`src/hw/bridge_link_defs.vh`:
```
/*
  Named offsets, field positions, reset values and fixed codes for the
  bridge link configuration and secondary device concealment registers.
  Assumes it is included by bare name from the design files of this block.
*/
`ifndef BRIDGE_LINK_DEFS_VH
`define BRIDGE_LINK_DEFS_VH

// configuration offsets (byte addresses, dword aligned)
`define LINK_CMD_OFFSET      8'h40
`define CONCEAL_OFFSET       8'h44

// link command control field positions
`define PARITY_OVR_BIT       20
`define SLICE_MSB            19
`define SLICE_LSB            16
`define SLICE_BYTE           2
`define RSVD_HI_MSB          31
`define RSVD_HI_LSB          21

// link command control fixed and reset values
`define LINK_CMD_RESET       32'h7620_2802
`define RSVD_HI_VALUE        11'h3b1
`define WIDTH_CODE_8BIT      2'h0
`define RATE_VALID_VALUE     1'b1
`define RATE_CODE_4X         3'h2
`define MAX_BURST_64B        3'h1
`define RSVD_MID_VALUE       6'h00
`define RSVD_LOW_VALUE       1'b0
`define SLICE_RESET          4'h0
`define PARITY_OVR_RESET     1'b0

// concealment register
`define CONCEAL_RESET        16'h0000
`define LAN_CONCEAL_BIT      8
`define SLOT_BYTE            0
`define LAN_BYTE             1

// arbiter slice granularity: each code step is four base clocks
`define SLICE_UNIT_SHIFT     2'h2
`define SLICE_COUNT_W        6

`endif

```
`src/hw/bridge_link_cfg.v`:
```
/*
  Configuration registers of the bridge function facing the upstream hub
  link, plus per-slot IDSEL concealment and LAN function decode masking.
  Assumes a configuration access port from the bridge's own decoder on the
  same clock, and a partner rate capability level arriving on pins.
*/
`default_nettype none
`include "bridge_link_defs.vh"

module bridge_link_cfg #(
    parameter SLOT_COUNT = 6
) (
    input  wire                   clock,
    input  wire                   arst_n,
    // configuration access port
    input  wire                   cfg_wr,
    input  wire                   cfg_rd,
    input  wire [7:0]             cfg_addr,
    input  wire [3:0]             cfg_be,
    input  wire [31:0]            cfg_wdata,
    output reg  [31:0]            cfg_rdata,
    output reg                    cfg_rvalid,
    // parity control
    input  wire                   parity_err_response,
    output reg                    link_parity_check_en,
    // link arbitration
    input  wire                   link_msg_end,
    input  wire                   link_other_req,
    output wire                   link_yield,
    // partner capability pins, asynchronous
    input  wire [2:0]             partner_rate_pins,
    output reg                    link_rate_captured,
    // configuration cycle concealment
    input  wire                   pci_cfg_cycle,
    input  wire [SLOT_COUNT-1:0]  slot_idsel_raw,
    output reg  [SLOT_COUNT-1:0]  slot_idsel,
    input  wire                   lan_cfg_decode,
    output reg                    lan_cfg_select
);

    localparam ST_WAIT   = 4'b0001;
    localparam ST_FILL   = 4'b0010;
    localparam ST_SETTLE = 4'b0100;
    localparam ST_DONE   = 4'b1000;

    reg  [2:0]             rate_sync1_reg;
    reg  [2:0]             rate_sync2_reg;
    reg  [3:0]             cap_state_reg;
    reg  [3:0]             cap_state_next;
    reg  [2:0]             link_rate_code_reg;
    reg                    link_parity_override_reg;
    reg  [3:0]             link_arbiter_slice_reg;
    reg  [SLOT_COUNT-1:0]  slot_conceal_reg;
    reg                    lan_function_conceal_reg;
    reg  [31:0]            link_cmd_view;
    reg  [31:0]            conceal_view;
    reg  [31:0]            rdata_next;
    wire                   hit_link_cmd;
    wire                   hit_conceal;
    wire [1:0]             link_width_code;
    wire                   link_rate_valid;
    wire [2:0]             max_burst_code;

    // exact dword match; any other offset reads zero and takes no write
    assign hit_link_cmd    = (cfg_addr == `LINK_CMD_OFFSET);
    assign hit_conceal     = (cfg_addr == `CONCEAL_OFFSET);
    assign link_width_code = `WIDTH_CODE_8BIT;
    assign link_rate_valid = `RATE_VALID_VALUE;
    // the link always moves 64-byte bursts, so the code is fixed
    assign max_burst_code  = `MAX_BURST_64B;

    // partner rate pins cross in through two flops before anything reads them
    always @(posedge clock or negedge arst_n) begin
        if (!arst_n) begin
            rate_sync1_reg <= 3'h0;
            rate_sync2_reg <= 3'h0;
        end else begin
            rate_sync1_reg <= partner_rate_pins;
            rate_sync2_reg <= rate_sync1_reg;
        end
    end

    // capture once after release; the first two edges only fill the synchroniser
    // limitation: the pins must hold their level until the capture edge
    always @* begin
        case (cap_state_reg)
            ST_WAIT:   cap_state_next = ST_FILL;
            ST_FILL:   cap_state_next = ST_SETTLE;
            ST_SETTLE: cap_state_next = ST_DONE;
            ST_DONE:   cap_state_next = ST_DONE;
            default:   cap_state_next = ST_WAIT;
        endcase
    end

    always @(posedge clock or negedge arst_n) begin
        if (!arst_n) begin
            cap_state_reg      <= ST_WAIT;
            link_rate_code_reg <= `RATE_CODE_4X;
            link_rate_captured <= 1'b0;
        end else begin
            cap_state_reg <= cap_state_next;
            if (cap_state_reg == ST_SETTLE) begin
                link_rate_code_reg <= rate_sync2_reg;
                link_rate_captured <= 1'b1;
            end
        end
    end

    // register writes; only defined writable bits take data
    // a read in the same cycle as a write still returns the old contents
    always @(posedge clock or negedge arst_n) begin
        if (!arst_n) begin
            link_parity_override_reg <= `PARITY_OVR_RESET;
            link_arbiter_slice_reg   <= `SLICE_RESET;
            slot_conceal_reg         <= {SLOT_COUNT{1'b0}};
            lan_function_conceal_reg <= 1'b0;
        end else if (cfg_wr) begin
            if (hit_link_cmd && cfg_be[`SLICE_BYTE]) begin
                link_parity_override_reg <= cfg_wdata[`PARITY_OVR_BIT];
                link_arbiter_slice_reg   <= cfg_wdata[`SLICE_MSB:`SLICE_LSB];
            end
            if (hit_conceal && cfg_be[`SLOT_BYTE])
                slot_conceal_reg <= cfg_wdata[SLOT_COUNT-1:0];
            if (hit_conceal && cfg_be[`LAN_BYTE])
                lan_function_conceal_reg <= cfg_wdata[`LAN_CONCEAL_BIT];
        end
    end

    // read views; reserved positions come from constants, never from flops
    always @* begin
        link_cmd_view = {`RSVD_HI_VALUE,
                         link_parity_override_reg,
                         link_arbiter_slice_reg,
                         link_width_code,
                         link_rate_valid,
                         link_rate_code_reg,
                         `RSVD_MID_VALUE,
                         max_burst_code,
                         `RSVD_LOW_VALUE};
        conceal_view = 32'h0000_0000;
        conceal_view[SLOT_COUNT-1:0]   = slot_conceal_reg;
        conceal_view[`LAN_CONCEAL_BIT] = lan_function_conceal_reg;
        if (hit_link_cmd)
            rdata_next = link_cmd_view;
        else if (hit_conceal)
            rdata_next = conceal_view;
        else
            rdata_next = 32'h0000_0000;
    end

    // data holds until the next read, so a slow consumer may take it late
    always @(posedge clock or negedge arst_n) begin
        if (!arst_n) begin
            cfg_rdata  <= 32'h0000_0000;
            cfg_rvalid <= 1'b0;
        end else begin
            cfg_rvalid <= cfg_rd;
            if (cfg_rd)
                cfg_rdata <= rdata_next;
        end
    end

    // override wins over the parity error response enable
    always @(posedge clock or negedge arst_n) begin
        if (!arst_n)
            link_parity_check_en <= 1'b0;
        else
            link_parity_check_en <= parity_err_response & ~link_parity_override_reg;
    end

    link_slice_timer #(
        .CNT_W (`SLICE_COUNT_W)
    ) u_slice (
        .clock              (clock),
        .arst_n             (arst_n),
        .link_arbiter_slice (link_arbiter_slice_reg),
        .msg_end            (link_msg_end),
        .other_req          (link_other_req),
        .yield_pulse        (link_yield)
    );

    // per slot: bit n gates the line for AD16+n during configuration cycles
    // changing a bit inside a cycle cuts the line mid-cycle, hence hide at init only
    genvar s;
    generate
        for (s = 0; s < SLOT_COUNT; s = s + 1) begin : g_slot
            always @(posedge clock or negedge arst_n) begin
                if (!arst_n)
                    slot_idsel[s] <= 1'b0;
                else if (pci_cfg_cycle && slot_conceal_reg[s])
                    slot_idsel[s] <= 1'b0;
                else
                    slot_idsel[s] <= pci_cfg_cycle & slot_idsel_raw[s];
            end
        end
    endgenerate

    // the LAN hide only masks the internal decode; its bus line is not touched
    always @(posedge clock or negedge arst_n) begin
        if (!arst_n)
            lan_cfg_select <= 1'b0;
        else
            lan_cfg_select <= lan_cfg_decode & ~lan_function_conceal_reg;
    end

endmodule

`default_nettype wire

```
`src/hw/link_slice_timer.v`:
```
/*
  Hub link arbiter time slice timer: counts base clocks of ownership and
  asks the link to yield to the other master at a message boundary.
  Assumes msg_end and other_req come from link logic on the same clock.
*/
`default_nettype none
`include "bridge_link_defs.vh"

module link_slice_timer #(
    parameter CNT_W = `SLICE_COUNT_W
) (
    input  wire             clock,
    input  wire             arst_n,
    input  wire [3:0]       link_arbiter_slice,
    input  wire             msg_end,
    input  wire             other_req,
    output reg              yield_pulse
);

    reg  [CNT_W-1:0] owned_reg;
    reg  [CNT_W-1:0] owned_next;
    reg  [CNT_W-1:0] slice_len;
    wire             expired;
    wire             yield_next;

    // slice code in units of four base clocks; CNT_W must cover the widest slice
    always @* begin
        slice_len = {CNT_W{1'b0}};
        slice_len[`SLICE_UNIT_SHIFT +: (`SLICE_MSB-`SLICE_LSB+1)] = link_arbiter_slice;
    end
    // a zero slice is expired at once, so every message may hand over
    assign expired    = (owned_reg >= slice_len);
    assign yield_next = msg_end & other_req & expired;

    always @* begin
        owned_next = owned_reg;
        if (yield_next)
            owned_next = {CNT_W{1'b0}};
        else if (owned_reg != {CNT_W{1'b1}})
            owned_next = owned_reg + {{(CNT_W-1){1'b0}}, 1'b1};
    end

    always @(posedge clock or negedge arst_n) begin
        if (!arst_n) begin
            owned_reg   <= {CNT_W{1'b0}};
            yield_pulse <= 1'b0;
        end else begin
            owned_reg   <= owned_next;
            yield_pulse <= yield_next;
        end
    end

endmodule

`default_nettype wire

```
`config.mk`:
```
export PLATFORM = sky130hd
export DESIGN_NAME = bridge_link_cfg
export DESIGN_NICKNAME = d
export VERILOG_FILES = /design/src/hw/bridge_link_cfg.v /design/src/hw/link_slice_timer.v
export VERILOG_INCLUDE_DIRS = /design/src /design/src/hw
export SDC_FILE = /design/constraint.sdc
export NUM_CORES = 1
export LEC_CHECK = 0
export BUFFER_PORTS_ARGS = -buffer_cell sky130_fd_sc_hd__buf_4
export CAP_MARGIN = 20
export CORE_ASPECT_RATIO = 2
export CORE_MARGIN = 2
export CORE_UTILIZATION = 42
export DETAILED_ROUTE_END_ITERATION = 6
export PLACE_DENSITY = 0.75
export SYNTH_ARGS = -nofsm -noshare
export SYNTH_HDL_FRONTEND = slang
export SYNTH_SLANG_ARGS = --single-unit
```
`constraint.sdc`:
```
create_clock -name clock -period 1.6 [get_ports clock]
set_input_delay 0.24 -clock clock [delete_from_list [all_inputs] [get_ports clock]]
set_output_delay 0.24 -clock clock [all_outputs]
set_load 0.02 [all_outputs]
```
Word level (Yosys, flattened, before mapping). Cells that the tools add are included.

Add/sub/neg operators: 1. Order comparisons: 1. Eq/ne operators: 7. Multiplexer cells: 11. Bitwise logic cells: 12. Reduce and logical (&&, ||, !) cells: 14.

Operators by type and width (count): two-way mux 31 bit (1); equality test 8 x 7 -> 1 bit, second input constant (2); two-way mux 6 bit (2); one-hot mux 4 bit (3 select lines) (1); AND 1 bit (10); logical AND 1 bit (9); two-way mux 9 bit (1); adder 6 x 1 -> 6 bit, second input constant (1); greater-or-equal comparator 6 bit (1); two-way mux 1 bit (6); != test 6 bit, second input constant (1); AND reduction 2 bit (3); equality test 4 x 1 -> 1 bit, second input constant (1); equality test 4 x 2 -> 1 bit, second input constant (1); equality test 4 x 3 -> 1 bit, second input constant (1); equality test 4 bit, second input constant (1); NOT 1 bit (2); nonzero test 2 bit (1); OR reduction 2 bit (1).

Register bits after elaboration: 74. Word-level logic and storage cells: 67.

Depth between registers and ports, before layout. Gate-level depths: netlist of run 1.

Depth after elaboration: 3. Mapped depth: 6. Gate-level depth less buffers: 6.

Cells and area by module. From an unflattened synthesis of run 1, not the netlist that was laid out.

Cell total of the unflattened synthesis: 218. Area, all modules: 2481.1 µm².

By module, submodules not included: bridge_link_cfg (times used 1, cells each 169, area each 2015.7 µm², sequential area each 1278.7 µm²); link_slice_timer (times used 1, cells each 49, area each 465.4 µm², sequential area each 175.2 µm²).

Worst setup path after synthesis of run 1. No wires, ideal clock.

Path type: input to register. Start: in cfg_addr[5]. End: reg slot_conceal_reg[0]. Arrival time: 1.616 ns. Setup slack: -0.141 ns. Stages: 5. Buffers on the path: 1. Cell sequence: or4b_4 > nor4_4 > and4_1 > buf_6 > mux2_4.

Cells in the longest elaborated chain, start to end: 3.

Ends and longest elaborated chain: start, declared (RTL line bridge_link_cfg.v:18) `input wire [7:0] cfg_addr,`; equality test 8 x 7 -> 1 bit (no line); logical AND 1 bit (RTL line bridge_link_cfg.v:122) `` if (hit_conceal && cfg_be[`SLOT_BYTE]) ``; AND reduction 2 bit (no line); end signal, assigned (RTL line bridge_link_cfg.v:115) `slot_conceal_reg <= {SLOT_COUNT{1'b0}};`; end signal, assigned (RTL line bridge_link_cfg.v:123) `slot_conceal_reg <= cfg_wdata[SLOT_COUNT-1:0];`; end, declared (RTL line bridge_link_cfg.v:53) `reg [SLOT_COUNT-1:0] slot_conceal_reg;`.

No other way between the ends. A chain may end at the register's enable or synchronous reset.

Final worst setup path of run 1.
Start: reg u_slice.owned_reg[3]. End: reg u_slice.owned_reg[5].

Cells in the longest elaborated chain, start to end: 3. Elaborated cells on any way between the ends: 7.

Ends and longest elaborated chain: start, declared (RTL line link_slice_timer.v:20) `reg [CNT_W-1:0] owned_reg;`; start signal, assigned (RTL line link_slice_timer.v:45) `owned_reg <= {CNT_W{1'b0}};`; start signal, assigned (RTL line link_slice_timer.v:48) `owned_reg <= owned_next;`; greater-or-equal comparator 6 bit (*) (RTL line link_slice_timer.v:32) `assign expired = (owned_reg >= slice_len);`; AND 1 bit (*) (RTL line link_slice_timer.v:33) `assign yield_next = msg_end & other_req & expired;`; named net u_slice.yield_next (RTL line link_slice_timer.v:24) `wire yield_next;`; two-way mux 6 bit / nonzero test 2 bit (equally long branches).

The timed path passes the listed nets; every way through them passes the cells marked *. The select of a mux whose other input is x is not followed.

==> impl_metrics.tcl, run 1 <==
set metrics [dict create \
    critPathSlowestCell "sky130_fd_sc_hd__o311a_4" \
    netlist_area_um2 2390 \
    post-layout-total-power_w 0.00390 \
    cpLargestDelayFamily "compound AO/OA/AOI/OAI gates" \
    synth_edf_count 0 \
    wl_met3_um 298 \
    hold_path_class "primary input to register" \
    clock_power_share_pct 40.6 \
    post-synth-top-count-cell "sky130_fd_sc_hd__dfrtp_1" \
    clk_pin_slew_ns 0.06 \
    cellInternalPower_w 0.00294 \
    vias_per_cell 5.03 \
    layout.filler_cells 454 \
    postCtsSetupBuffers 0 \
    ctsLongestPathBuffers 2 \
    cell_at_the_root_of_the_clock_tree "sky130_fd_sc_hd__clkbuf_8" \
    postRouteAntennaNets 0 \
    p_per_area_nw_per_um2 1160 \
    synth_ff_type "sky130_fd_sc_hd__dfrtp_1" \
    largest_net_degree_at_the_start_of_global_routing 39 \
    gr-total-overflow 0 \
    antenna_found_initial 0 \
    total_inserted_antenna_cells 0 \
    tritoncts_clock_tree "yes" \
    outcome "completed" \
    first_pass_iters 4 \
    met2WireLength_mm 2.87 \
    placement.cell_area_um2 3080 \
    highest-signal-layer "met4" \
    die_width_um 57.4 \
    crit_buf_inv 0 \
    crit_chain "ha_1 -> o211ai_1 -> a31oi_1 -> o311a_4 -> nor3_2" \
    p_sw_w 0.000966 \
    yosysWarningCount 0 \
    synth_top_cell_by_area "sky130_fd_sc_hd__dfrtp_1" \
    sequential_cell_area_um2 1450 \
    drtIter0Drc 35 \
    rows 38 \
    yosys.cell_types.count 39 \
    portBuffers 73 \
    setup-violations-final 0 \
    ys_top_cells_by_count "sky130_fd_sc_hd__dfrtp_1, sky130_fd_sc_hd__buf_4, sky130_fd_sc_hd__a22o_1, sky130_fd_sc_hd__nand2_1, sky130_fd_sc_hd__nor2_1" \
    h-tree-depth 3 \
    achievable-frequency_mhz 627 \
    synth-seq-area-share_pct 60.7 \
    postLayoutCoreUtil_pct 61.8 \
    worstPathMaxFanout 7 \
    core_um2 5470 \
    fin_nets 344 \
    max_flop_register "cfg_rdata" \
    clkSinkCount 58 \
    synthesis.area_per_instance_um2 13.4 \
    comb_power_share_pct 17.4 \
    post_synth_inst_count 179 \
    layout-drive-gt1-share_pct 47.3 \
    vdd.ir_drop.worst_uv 984 \
    largest_register_ff_count 16 \
    multiInputGateArea_um2 836 \
    vias_in_the_first_global_route 1829 \
    chip_height_um 111 \
    ys_top_cells_by_area "sky130_fd_sc_hd__dfrtp_1, sky130_fd_sc_hd__a22o_1, sky130_fd_sc_hd__buf_4, sky130_fd_sc_hd__mux2_2, sky130_fd_sc_hd__mux2_4" \
    synth_seq_cells 58 \
    drv_slew 0 \
    routed_length_per_instance_um 15.0 \
    die_area_um2 6360 \
    synth_largest_type_area_fraction_pct 58.5 \
    post-route-min-period_ns 1.59 \
    crit_path_start_kind "register" \
    timing_hold_violations_final 0 \
    leakagePower_nw 1.71 \
    drc 0 \
    dp_hpwl_mm 3.91 \
    postSynth.asyncResetShare_pct 100 \
    cts_made_buffers 9 \
    clock_skew_ns 0.00770 \
    power_frac_seq_pct 41.9 \
    clkLatencyLatePin_ns 0.33 \
    maxCapViolations 0 \
    floorplan.io_pins 105 \
    initial_core_util_pct 43.8 \
    place_congestion 0.805 \
    area_growth_pct 41.0 \
    m1WireLength_mm 1.81 \
    cp_data_required_time_ns 1.85 \
    cp_peak_stage_delay_ns 0.41 \
    switching_share_pct 24.7 \
    rsz0062_at_grt "true" \
    worst-setup-path-type "register to register" \
    drt-total-wl_mm 5.10 \
    final_design_area_no_fill_um2 3380 \
    grt_first_pass_wirelength_mm 8.33 \
    worst-endpoint-arrival_ns 1.84 \
    layout_worst_path_cycle_share_pct 99.7 \
    route.vias.total 1715 \
    cp-end-kind "register" \
    grt_usage_pct 17.1 \
]
==> final timing paths <==
check / from / to / slack (ns) / cells after the start
max in group asynchronous: arst_n / u_slice.owned_reg[5] / 0.69 / 3
hold reg to reg: rate_sync1_reg[1] / rate_sync2_reg[1] / 0.35 / 0
setup / recovery: u_slice.owned_reg[3] / u_slice.owned_reg[5] / 0.005 / 5
setup reg to reg: u_slice.owned_reg[3] / u_slice.owned_reg[5] / 0.005 / 5
hold / removal: cfg_rd / cfg_rvalid / 0.04 / 1
min in group asynchronous: arst_n / rate_sync1_reg[1] / 0.41 / 2
==> per-layer routing <==
metal,vias to the layer above,GRT usage [%]
met1,839,17.5
met3,9,5.25
met2,63,29.9
met5,-,0
li1,804,-
met4,0,9.15
==> worst reg2reg max path: cells and delay by family (launching register included) <==
kind	cells	cell delay, ns
compound gates	3	0.67
flops	1	0.40
fa+ha+maj	1	0.29
simple gates	1	0.16
==> per-stage QoR <==
step | TNS (ns) | setup WS (ns) | std cells | hold WS [ns]
after detailed placement | -3.97 | -0.296 | 321 | 0.231
after floorplan | -0.785 | -0.131 | 188 | -0.0556
after global routing | -0.0836 | -0.0397 | 341 | 0.0237
final | 0 | 0.00544 | 341 | 0.0392
after CTS | 0 | 0.000675 | 338 | 0.00181
after global placement | -3.51 | -0.261 | 321 | 0.229
==> cell families after synthesis <==
kind of cell             after synthesis  share of synthesized area, %
flip-flops                            58                          60.7
AND/OR/NAND/NOR                       46                          12.1
buffers and inverters                 26                          6.90
AO/OA/AOI/OAI                         25                          8.31
multiplexers                          15                          7.99
adder cells (fa/ha/maj)                6                          3.13
XOR/XNOR                               2                         0.732
other                                  1                         0.157
==> power groups by stage <==
stage	Clock, W	Sequential (W)	Combinational, W
6_report	0.00159	0.00164	0.000681
5_1_grt	0.00168	0.00165	0.000757
4_1_cts	0.00161	0.00164	0.000637
3_5_place_dp	0	0.00166	0.000631
3_3_place_gp	0	0.00166	0.000616
2_1_floorplan	0	0.00169	0.000319
==> area by class of cell <==
type,count,area share (%)
Sequential cell,58,43.1
Multi-Input combinational cell,104,24.7
Timing Repair Buffer,95,22.2
Clock buffer,11,3.89
Clock inverter,5,3.04
Tap cell,60,2.22
Inverter,8,0.889
==> timing repair <==
item                                   4_1_cts  5_1_grt
pin swaps                                    3        2
hold buffers                                 1        3
resized for setup                            0        4
endpoints found under the hold margin       35        3
setup endpoints to repair                    4        4
==> placed cells by master (no fill, tap or decap), types with 6 or more instances in the layout <==
cell,instances
sky130_fd_sc_hd__mux2_4,6
sky130_fd_sc_hd__ha_1,6
sky130_fd_sc_hd__nand2_1,11
sky130_fd_sc_hd__nor2_1,10
sky130_fd_sc_hd__buf_4,89
sky130_fd_sc_hd__a22o_1,14
sky130_fd_sc_hd__mux2_2,9
sky130_fd_sc_hd__conb_1,10
sky130_fd_sc_hd__clkbuf_8,9
sky130_fd_sc_hd__inv_1,7
sky130_fd_sc_hd__dfrtp_1,56
Note: power is estimated with default switching activity, not from simulation.
==> inputs of run 2 (changes only) <==
--- a/config.mk
+++ b/config.mk
@@ -6,13 +6,15 @@
 export SDC_FILE = /design/constraint.sdc
 export NUM_CORES = 1
 export LEC_CHECK = 0
+export ABC_AREA = 1
 export BUFFER_PORTS_ARGS = -buffer_cell sky130_fd_sc_hd__buf_4
 export CAP_MARGIN = 20
 export CORE_ASPECT_RATIO = 2
 export CORE_MARGIN = 2
-export CORE_UTILIZATION = 42
+export CORE_UTILIZATION = 43
 export DETAILED_ROUTE_END_ITERATION = 6
 export PLACE_DENSITY = 0.75
 export SYNTH_ARGS = -nofsm -noshare
 export SYNTH_HDL_FRONTEND = slang
+export SYNTH_HIERARCHICAL = 1
 export SYNTH_SLANG_ARGS = --single-unit
==> constraint.sdc (replaced) <==
create_clock -name clock -period 1.6 [get_ports clock]
set_input_delay 0.24 -clock clock [delete_from_list [all_inputs] [get_ports clock]]
set_output_delay 0.24 -clock clock [all_outputs]
set_load 0.1 [all_outputs]
==> impl_metrics.tcl, run 2 <==
set metrics [dict create \
    drc 5 \
    clkLatencyLatePin_ns 0.32 \
    clkSinkCount 58 \
    die_area_um2 6650 \
    netlist_area_um2 2570 \
    vdd.ir_drop.worst_uv 838 \
    die_width_um 58.7 \
    cell_at_the_root_of_the_clock_tree "sky130_fd_sc_hd__clkbuf_16" \
    clk_pin_slew_ns 0.05 \
    first_pass_iters 6 \
    synth_ff_type "sky130_fd_sc_hd__dfrtp_1" \
    largest_net_degree_at_the_start_of_global_routing 34 \
    timing_hold_violations_final 0 \
    drtIter0Drc 83 \
    p_per_area_nw_per_um2 1200 \
    grt_first_pass_wirelength_mm 8.93 \
    routed_length_per_instance_um 12.6 \
    rows 39 \
    leakagePower_nw 1.89 \
    place_congestion 0.827 \
    tritoncts_clock_tree "yes" \
    comb_power_share_pct 19.0 \
    hold_path_class "primary input to register" \
    layout.filler_cells 533 \
    fin_nets 428 \
    setup-violations-final 0 \
    clock_skew_ns 0.00584 \
    final_cells 424 \
    rsz0062_at_grt "false" \
    area_growth_pct 30.8 \
    cts_made_buffers 9 \
    cp-end-kind "register" \
    wl_met3_um 248 \
    initial_core_util_pct 44.6 \
    vias_per_cell 4.83 \
    largest_register_ff_count 16 \
    synth_largest_type_area_fraction_pct 54.5 \
    outcome "finished with violations" \
    portBuffers 73 \
    core_um2 5760 \
    crit_path_start_kind "register" \
    floorplan.io_pins 105 \
    setup-tns-final_ns 0 \
    ctsLongestPathBuffers 2 \
    post-route-min-period_ns 1.36 \
    post-synth-top-count-cell "sky130_fd_sc_hd__nand2_1" \
    violations "DRC" \
    total_inserted_antenna_cells 0 \
    cellInternalPower_w 0.00288 \
    worstPathMaxFanout 5 \
    maxCapViolations 0 \
    achievable-frequency_mhz 734 \
    drv_slew 0 \
    clock_power_share_pct 40.4 \
    synthesis.area_per_instance_um2 9.05 \
    synth_edf_count 0 \
    gr-total-overflow 0 \
    highest-signal-layer "met4" \
    chip_height_um 113 \
    switching_share_pct 28.9 \
    layout_worst_path_cycle_share_pct 85.2 \
    leading_cell_type_in_the_layout_fill_and_taps_excluded "sky130_fd_sc_hd__nand2_1" \
    yosys.cell_types.count 25 \
    synth_seq_cells 58 \
    place.detailed.instances 409 \
    worst-setup-path-type "register to register" \
    vias_in_the_first_global_route 2053 \
    layout-drive-gt1-share_pct 28.1 \
    route.vias.total 2046 \
    postSynth.asyncResetShare_pct 100 \
    met2WireLength_mm 2.98 \
    synth-seq-area-share_pct 56.6 \
    post-layout-total-power_w 0.00404 \
    worst-endpoint-arrival_ns 1.57 \
    sequential_cell_area_um2 1460 \
    placement.cell_area_um2 3100 \
    power_frac_seq_pct 40.6 \
    dp_hpwl_mm 4.10 \
    cp_data_required_time_ns 1.81 \
    multiInputGateArea_um2 875 \
    ys_top_cells_by_count "sky130_fd_sc_hd__nand2_1, sky130_fd_sc_hd__dfrtp_1, sky130_fd_sc_hd__inv_1, sky130_fd_sc_hd__nand3_1, sky130_fd_sc_hd__nor2_1" \
    antenna_found_initial 0 \
    post_synth_inst_count 284 \
    synth_top_cell_by_area "sky130_fd_sc_hd__dfrtp_1" \
    m1WireLength_mm 1.89 \
    final_design_area_no_fill_um2 3360 \
    postCtsSetupBuffers 0 \
    hold-worst-slack_ns 0.0273 \
    ys_top_cells_by_area "sky130_fd_sc_hd__dfrtp_1, sky130_fd_sc_hd__nand2_1, sky130_fd_sc_hd__nand3_1, sky130_fd_sc_hd__buf_4, sky130_fd_sc_hd__inv_1" \
    most-common-layout-cells "sky130_fd_sc_hd__nand2_1, sky130_fd_sc_hd__buf_4, sky130_fd_sc_hd__dfrtp_1" \
    yosysWarningCount 6 \
    grt_usage_pct 18.2 \
    drt-total-wl_mm 5.33 \
    h-tree-depth 3 \
    p_sw_w 0.00117 \
    postRouteAntennaNets 0 \
    max_flop_register "cfg_rdata" \
]
run 2: changes by cell type in the layout (fill, tap and decap cells not counted), sizes merged, moves of 7 or more:
| cell | previous run | this run |
|---|---|---|
| a22o | 14 | 0 |
| buf | 91 | 77 |
| inv | 7 | 29 |
| mux2 | 15 | 0 |
| nand2 | 11 | 93 |
| nand3 | 1 | 27 |
| nand4 | 1 | 9 |
| nor2 | 10 | 25 |
| nor3 | 9 | 2 |
run 2: logic make-up (layout without fill, tap and decap cells):
family / count (synthesis) / in the layout / share of synthesized area, %
DFF: 58 / 58 / 56.6
adders and majority gates: 6 / 6 / 2.92
buffers and inverters: 52 / 122 / 10.7
xor gates and xnor gates: 2 / 2 / 0.682
other: 1 / 10 / 0.146
AOI/OAI and AO/OA: 7 / 7 / 1.36
and+or+nand+nor: 158 / 158 / 27.6
run 2: final timing paths:
| check | slack, ns | cells after the start | startpoint | end |
|---|---|---|---|---|
| setup / recovery | 0.24 | 8 | u_slice/owned_reg[5] | u_slice/owned_reg[4] |
| hold / removal | 0.03 | 1 | partner_rate_pins[2] | rate_sync1_reg[2] |
| setup reg to reg | 0.24 | 8 | u_slice/owned_reg[5] | u_slice/owned_reg[4] |
| hold reg to reg | 0.34 | 0 | rate_sync1_reg[2] | rate_sync2_reg[2] |
| max in group asynchronous | 0.66 | 3 | arst_n | cap_state_reg[0] |
| min in group asynchronous | 0.41 | 2 | arst_n | u_slice/owned_reg[0] |
run 2: final cells by class:
class / instances / share of cell area (%)
clock buffers: 14 / 7.56
inverters: 30 / 3.35
multi-input cells: 183 / 26.0
flip-flops and latches: 58 / 43.3
well taps: 61 / 2.27
repair buffers: 78 / 17.5
run 2: layer usage:
layer	vias to the layer above	global-route usage (%)
met5	-	0
met4	0	11.4
met3	17	3.89
met2	74	32.7
met1	941	18.2
li1	1014	-
run 2: metrics by stage:
stage	utilization, %	worst slack, ns
floorplan	-	0.264
global placement	53.8	0.257
detailed placement	53.8	0.249
CTS	58.4	0.234
global route	58.4	0.100
finish	58.4	0.237
run 2: what timing repair did:
item / 4_1_cts / 5_1_grt
hold buffers: 1 / 0
gates resized for setup: 0 / 0
endpoints found under the hold margin: 29 / 0
run 2: power by group through the flow:
stage / sequential, W / combinational [W] / clock [W]
after CTS: 0.00164 / 0.000773 / 0.00167
after global placement: 0.00166 / 0.000746 / 0
after detailed placement: 0.00167 / 0.000766 / 0
final: 0.00164 / 0.000768 / 0.00163
after global routing: 0.00165 / 0.000863 / 0.00173
after floorplan: 0.00178 / 0.000446 / 0
run 2: worst max-delay path: stages (launching register included):
cell and delay [ns]:
sky130_fd_sc_hd__dfrtp_1 0.40, sky130_fd_sc_hd__ha_1 0.31, sky130_fd_sc_hd__nand2_1 0.06, sky130_fd_sc_hd__nor2_1 0.09, sky130_fd_sc_hd__nand2_1 0.05, sky130_fd_sc_hd__nand2_1 0.05
sky130_fd_sc_hd__nand2_1 0.10, sky130_fd_sc_hd__inv_2 0.13, sky130_fd_sc_hd__nor2_1 0.05
==> inputs of run 3 (changes only) <==
--- a/config.mk
+++ b/config.mk
@@ -11,9 +11,9 @@
 export CAP_MARGIN = 20
 export CORE_ASPECT_RATIO = 2
 export CORE_MARGIN = 2
-export CORE_UTILIZATION = 43
+export CORE_UTILIZATION = 48
 export DETAILED_ROUTE_END_ITERATION = 6
-export PLACE_DENSITY = 0.75
+export PLACE_DENSITY = 0.8
 export SYNTH_ARGS = -nofsm -noshare
 export SYNTH_HDL_FRONTEND = slang
 export SYNTH_HIERARCHICAL = 1
==> constraint.sdc (replaced) <==
create_clock -name clock -period 1.45 [get_ports clock]
set_input_delay 0.2175 -clock clock [delete_from_list [all_inputs] [get_ports clock]]
set_output_delay 0.2175 -clock clock [all_outputs]
set_load 0.1 [all_outputs]
==> impl_metrics.tcl, run 3 (synthesis results as in run 2) <==
set metrics [dict create \
    clkLatencyLatePin_ns 0.34 \
    reg2reg_from "link_arbiter_slice_reg[3]" \
    met2WireLength_mm 3.15 \
    m1WireLength_mm 1.88 \
    cts_made_buffers 9 \
    crit_path_start_kind "register" \
    largest_register_ff_count 16 \
    clock_skew_ns 0.00704 \
    drt-total-wl_mm 5.55 \
    grt_first_pass_wirelength_mm 9.00 \
    place.detailed.instances 405 \
    place_congestion 0.813 \
    rows 37 \
    final_cells 430 \
    worstPathMaxFanout 5 \
    setup-violations-final 0 \
    gr-total-overflow 0 \
    hold-worst-slack_ns 0.0912 \
    cell_at_the_root_of_the_clock_tree "sky130_fd_sc_hd__clkbuf_8" \
    placement.cell_area_um2 3090 \
    route.vias.total 2120 \
    clkSinkCount 58 \
    largest_net_degree_at_the_start_of_global_routing 33 \
    cp-end-kind "register" \
    timing_hold_violations_final 0 \
    routed_length_per_instance_um 12.9 \
    antenna_found_initial 0 \
    initial_core_util_pct 50.0 \
    critPathSlowestCell "sky130_fd_sc_hd__dfrtp_1" \
    post-route-min-period_ns 1.37 \
    crit_chain "inv_1 -> ha_1 -> nand2_1 -> nor2_1 -> nand2_1 -> nand2_1 -> nand2_2 -> inv_4 -> nor2_1" \
    hold_path_class "primary input to register" \
    max_flop_register "cfg_rdata" \
    critical_path.most_common_cell "sky130_fd_sc_hd__nand2_1" \
    cpLargestDelayFamily "simple AND/OR/NAND/NOR gates" \
    grt_usage_pct 19.8 \
    reg2reg_to "u_slice/owned_reg[3]" \
    reg2reg_slack_ns 0.08 \
    rr_worst_depth 9 \
    drtIter0Drc 71 \
    cp_peak_stage_delay_ns 0.36 \
    achievable-frequency_mhz 731 \
    area_growth_pct 31.7 \
    leading_cell_type_in_the_layout_fill_and_taps_excluded "sky130_fd_sc_hd__nand2_1" \
    final_design_area_no_fill_um2 3380 \
    sequential_cell_area_um2 1460 \
    most-common-layout-cells "sky130_fd_sc_hd__nand2_1, sky130_fd_sc_hd__buf_4, sky130_fd_sc_hd__dfrtp_1" \
    setup_slack_ns 0.0822 \
    cp_data_required_time_ns 1.68 \
    crit_buf_inv 2 \
    worst-setup-path-type "register to register" \
    worst-endpoint-arrival_ns 1.60 \
    outcome "completed" \
    layout-drive-gt1-share_pct 30.6 \
    highest-signal-layer "met4" \
    layout_worst_path_cycle_share_pct 94.3 \
    ctsLongestPathBuffers 2 \
    core_um2 5140 \
    hold_path_end "link_parity_check_en" \
    dp_slack_ns 0.0435 \
    vias_per_cell 4.93 \
    h-tree-depth 3 \
    drv_slew 0 \
    floorplan.io_pins 105 \
    total_inserted_antenna_cells 0 \
    wl_met3_um 306 \
    vdd.ir_drop.worst_uv 1040 \
    p_per_area_nw_per_um2 1270 \
    drc 0 \
    die_area_um2 5990 \
    hold_path_depth 3 \
    tritoncts_clock_tree "yes" \
    chip_height_um 107 \
    layout.filler_cells 434 \
    portBuffers 73 \
    first_pass_iters 4 \
    clk_pin_slew_ns 0.07 \
    postRouteAntennaNets 0 \
    postLayoutCoreUtil_pct 65.9 \
    vias_in_the_first_global_route 2058 \
    worstHoldStart "parity_err_response" \
    die_width_um 55.7 \
    multiInputGateArea_um2 880 \
    leakagePower_nw 1.92 \
    fin_nets 435 \
    maxCapViolations 0 \
    dp_hpwl_mm 4.15 \
]
[run 3: cell count changes in the layout (fill, tap and decap cells not counted), moves of 2 or more]
| cell | delta |
|---|---|
| sky130_fd_sc_hd__clkbuf_8 | +11 |
| sky130_fd_sc_hd__dlygate4sd3_1 | +3 |
| sky130_fd_sc_hd__clkbuf_16 | -9 |
| sky130_fd_sc_hd__buf_4 | +4 |
| sky130_fd_sc_hd__clkinv_2 | +2 |
| sky130_fd_sc_hd__clkbuf_1 | -4 |
[run 3: area by class of cell]
| type | count | share of cell area, % |
|---|---|---|
| clock inverter | 4 | 1.44 |
| sequential | 58 | 43.0 |
| multi-input combinational | 183 | 26.0 |
| timing repair buffer | 85 | 19.1 |
| clock buffer | 12 | 4.88 |
| tap | 58 | 2.14 |
| inverter | 30 | 3.40 |
[run 3: routing by layer]
layer | track usage [%] | up-vias
met4 | 12.9 | 0
met3 | 4.81 | 18
met5 | 0 | -
li1 | - | 1029
met1 | 19.5 | 993
met2 | 35.9 | 80
[run 3: through the flow]
| stage | power, W | setup TNS, ns |
|---|---|---|
| final | 0.00428 | 0 |
| after global routing | 0.00449 | -0.00598 |
| after CTS | 0.00427 | 0 |
| after detailed placement | 0.00268 | 0 |
| after global placement | 0.00266 | 0 |
| after floorplan | 0.00245 | 0 |
[run 3: worst max-delay path by stage]
stage	slack, ns	cells past startpoint	endpoint	startpoint
after floorplan	0.14	1	cfg_rdata[21]	cfg_rdata[29]
after global placement	0.1	8	u_slice/owned_reg[4]	u_slice/owned_reg[5]
after detailed placement	0.04	8	u_slice/owned_reg[4]	u_slice/owned_reg[5]
after CTS	0.03	8	u_slice/owned_reg[4]	u_slice/owned_reg[4]
after global routing	-0.006	9	u_slice/owned_reg[4]	link_arbiter_slice_reg[3]
final	0.08	9	u_slice/owned_reg[3]	link_arbiter_slice_reg[3]
[run 3: worst reg2reg max path, stage by stage, from the launching register on]
cell	delay (ns)
sky130_fd_sc_hd__dfrtp_1	0.36
sky130_fd_sc_hd__inv_1	0.05
sky130_fd_sc_hd__ha_1	0.29
sky130_fd_sc_hd__nand2_1	0.06
sky130_fd_sc_hd__nor2_1	0.11
sky130_fd_sc_hd__nand2_1	0.07
sky130_fd_sc_hd__nand2_1	0.07
sky130_fd_sc_hd__nand2_2	0.10
sky130_fd_sc_hd__inv_4	0.10
sky130_fd_sc_hd__nor2_1	0.04
[run 3: timing repair]
| action | in CTS | in global routing |
|---|---|---|
| setup endpoints to repair | 2 | 6 |
| hold buffers | 4 | 0 |
| setup buffers | 2 | 3 |
| endpoints found under the hold margin | 31 | 0 |
| pin swaps | 0 | 2 |
| cloned | 0 | 0 |
| gates resized for setup | 0 | 3 |
[run 3: power by group]
part	switching, W	total (W)	internal (W)	leakage [nW]
clock network	0.000620	0.00155	0.000930	0.112
logic	0.000620	0.000927	0.000307	1.05
registers	0.0000824	0.00181	0.00173	0.751
total	0.00132	0.00428	0.00296	1.92
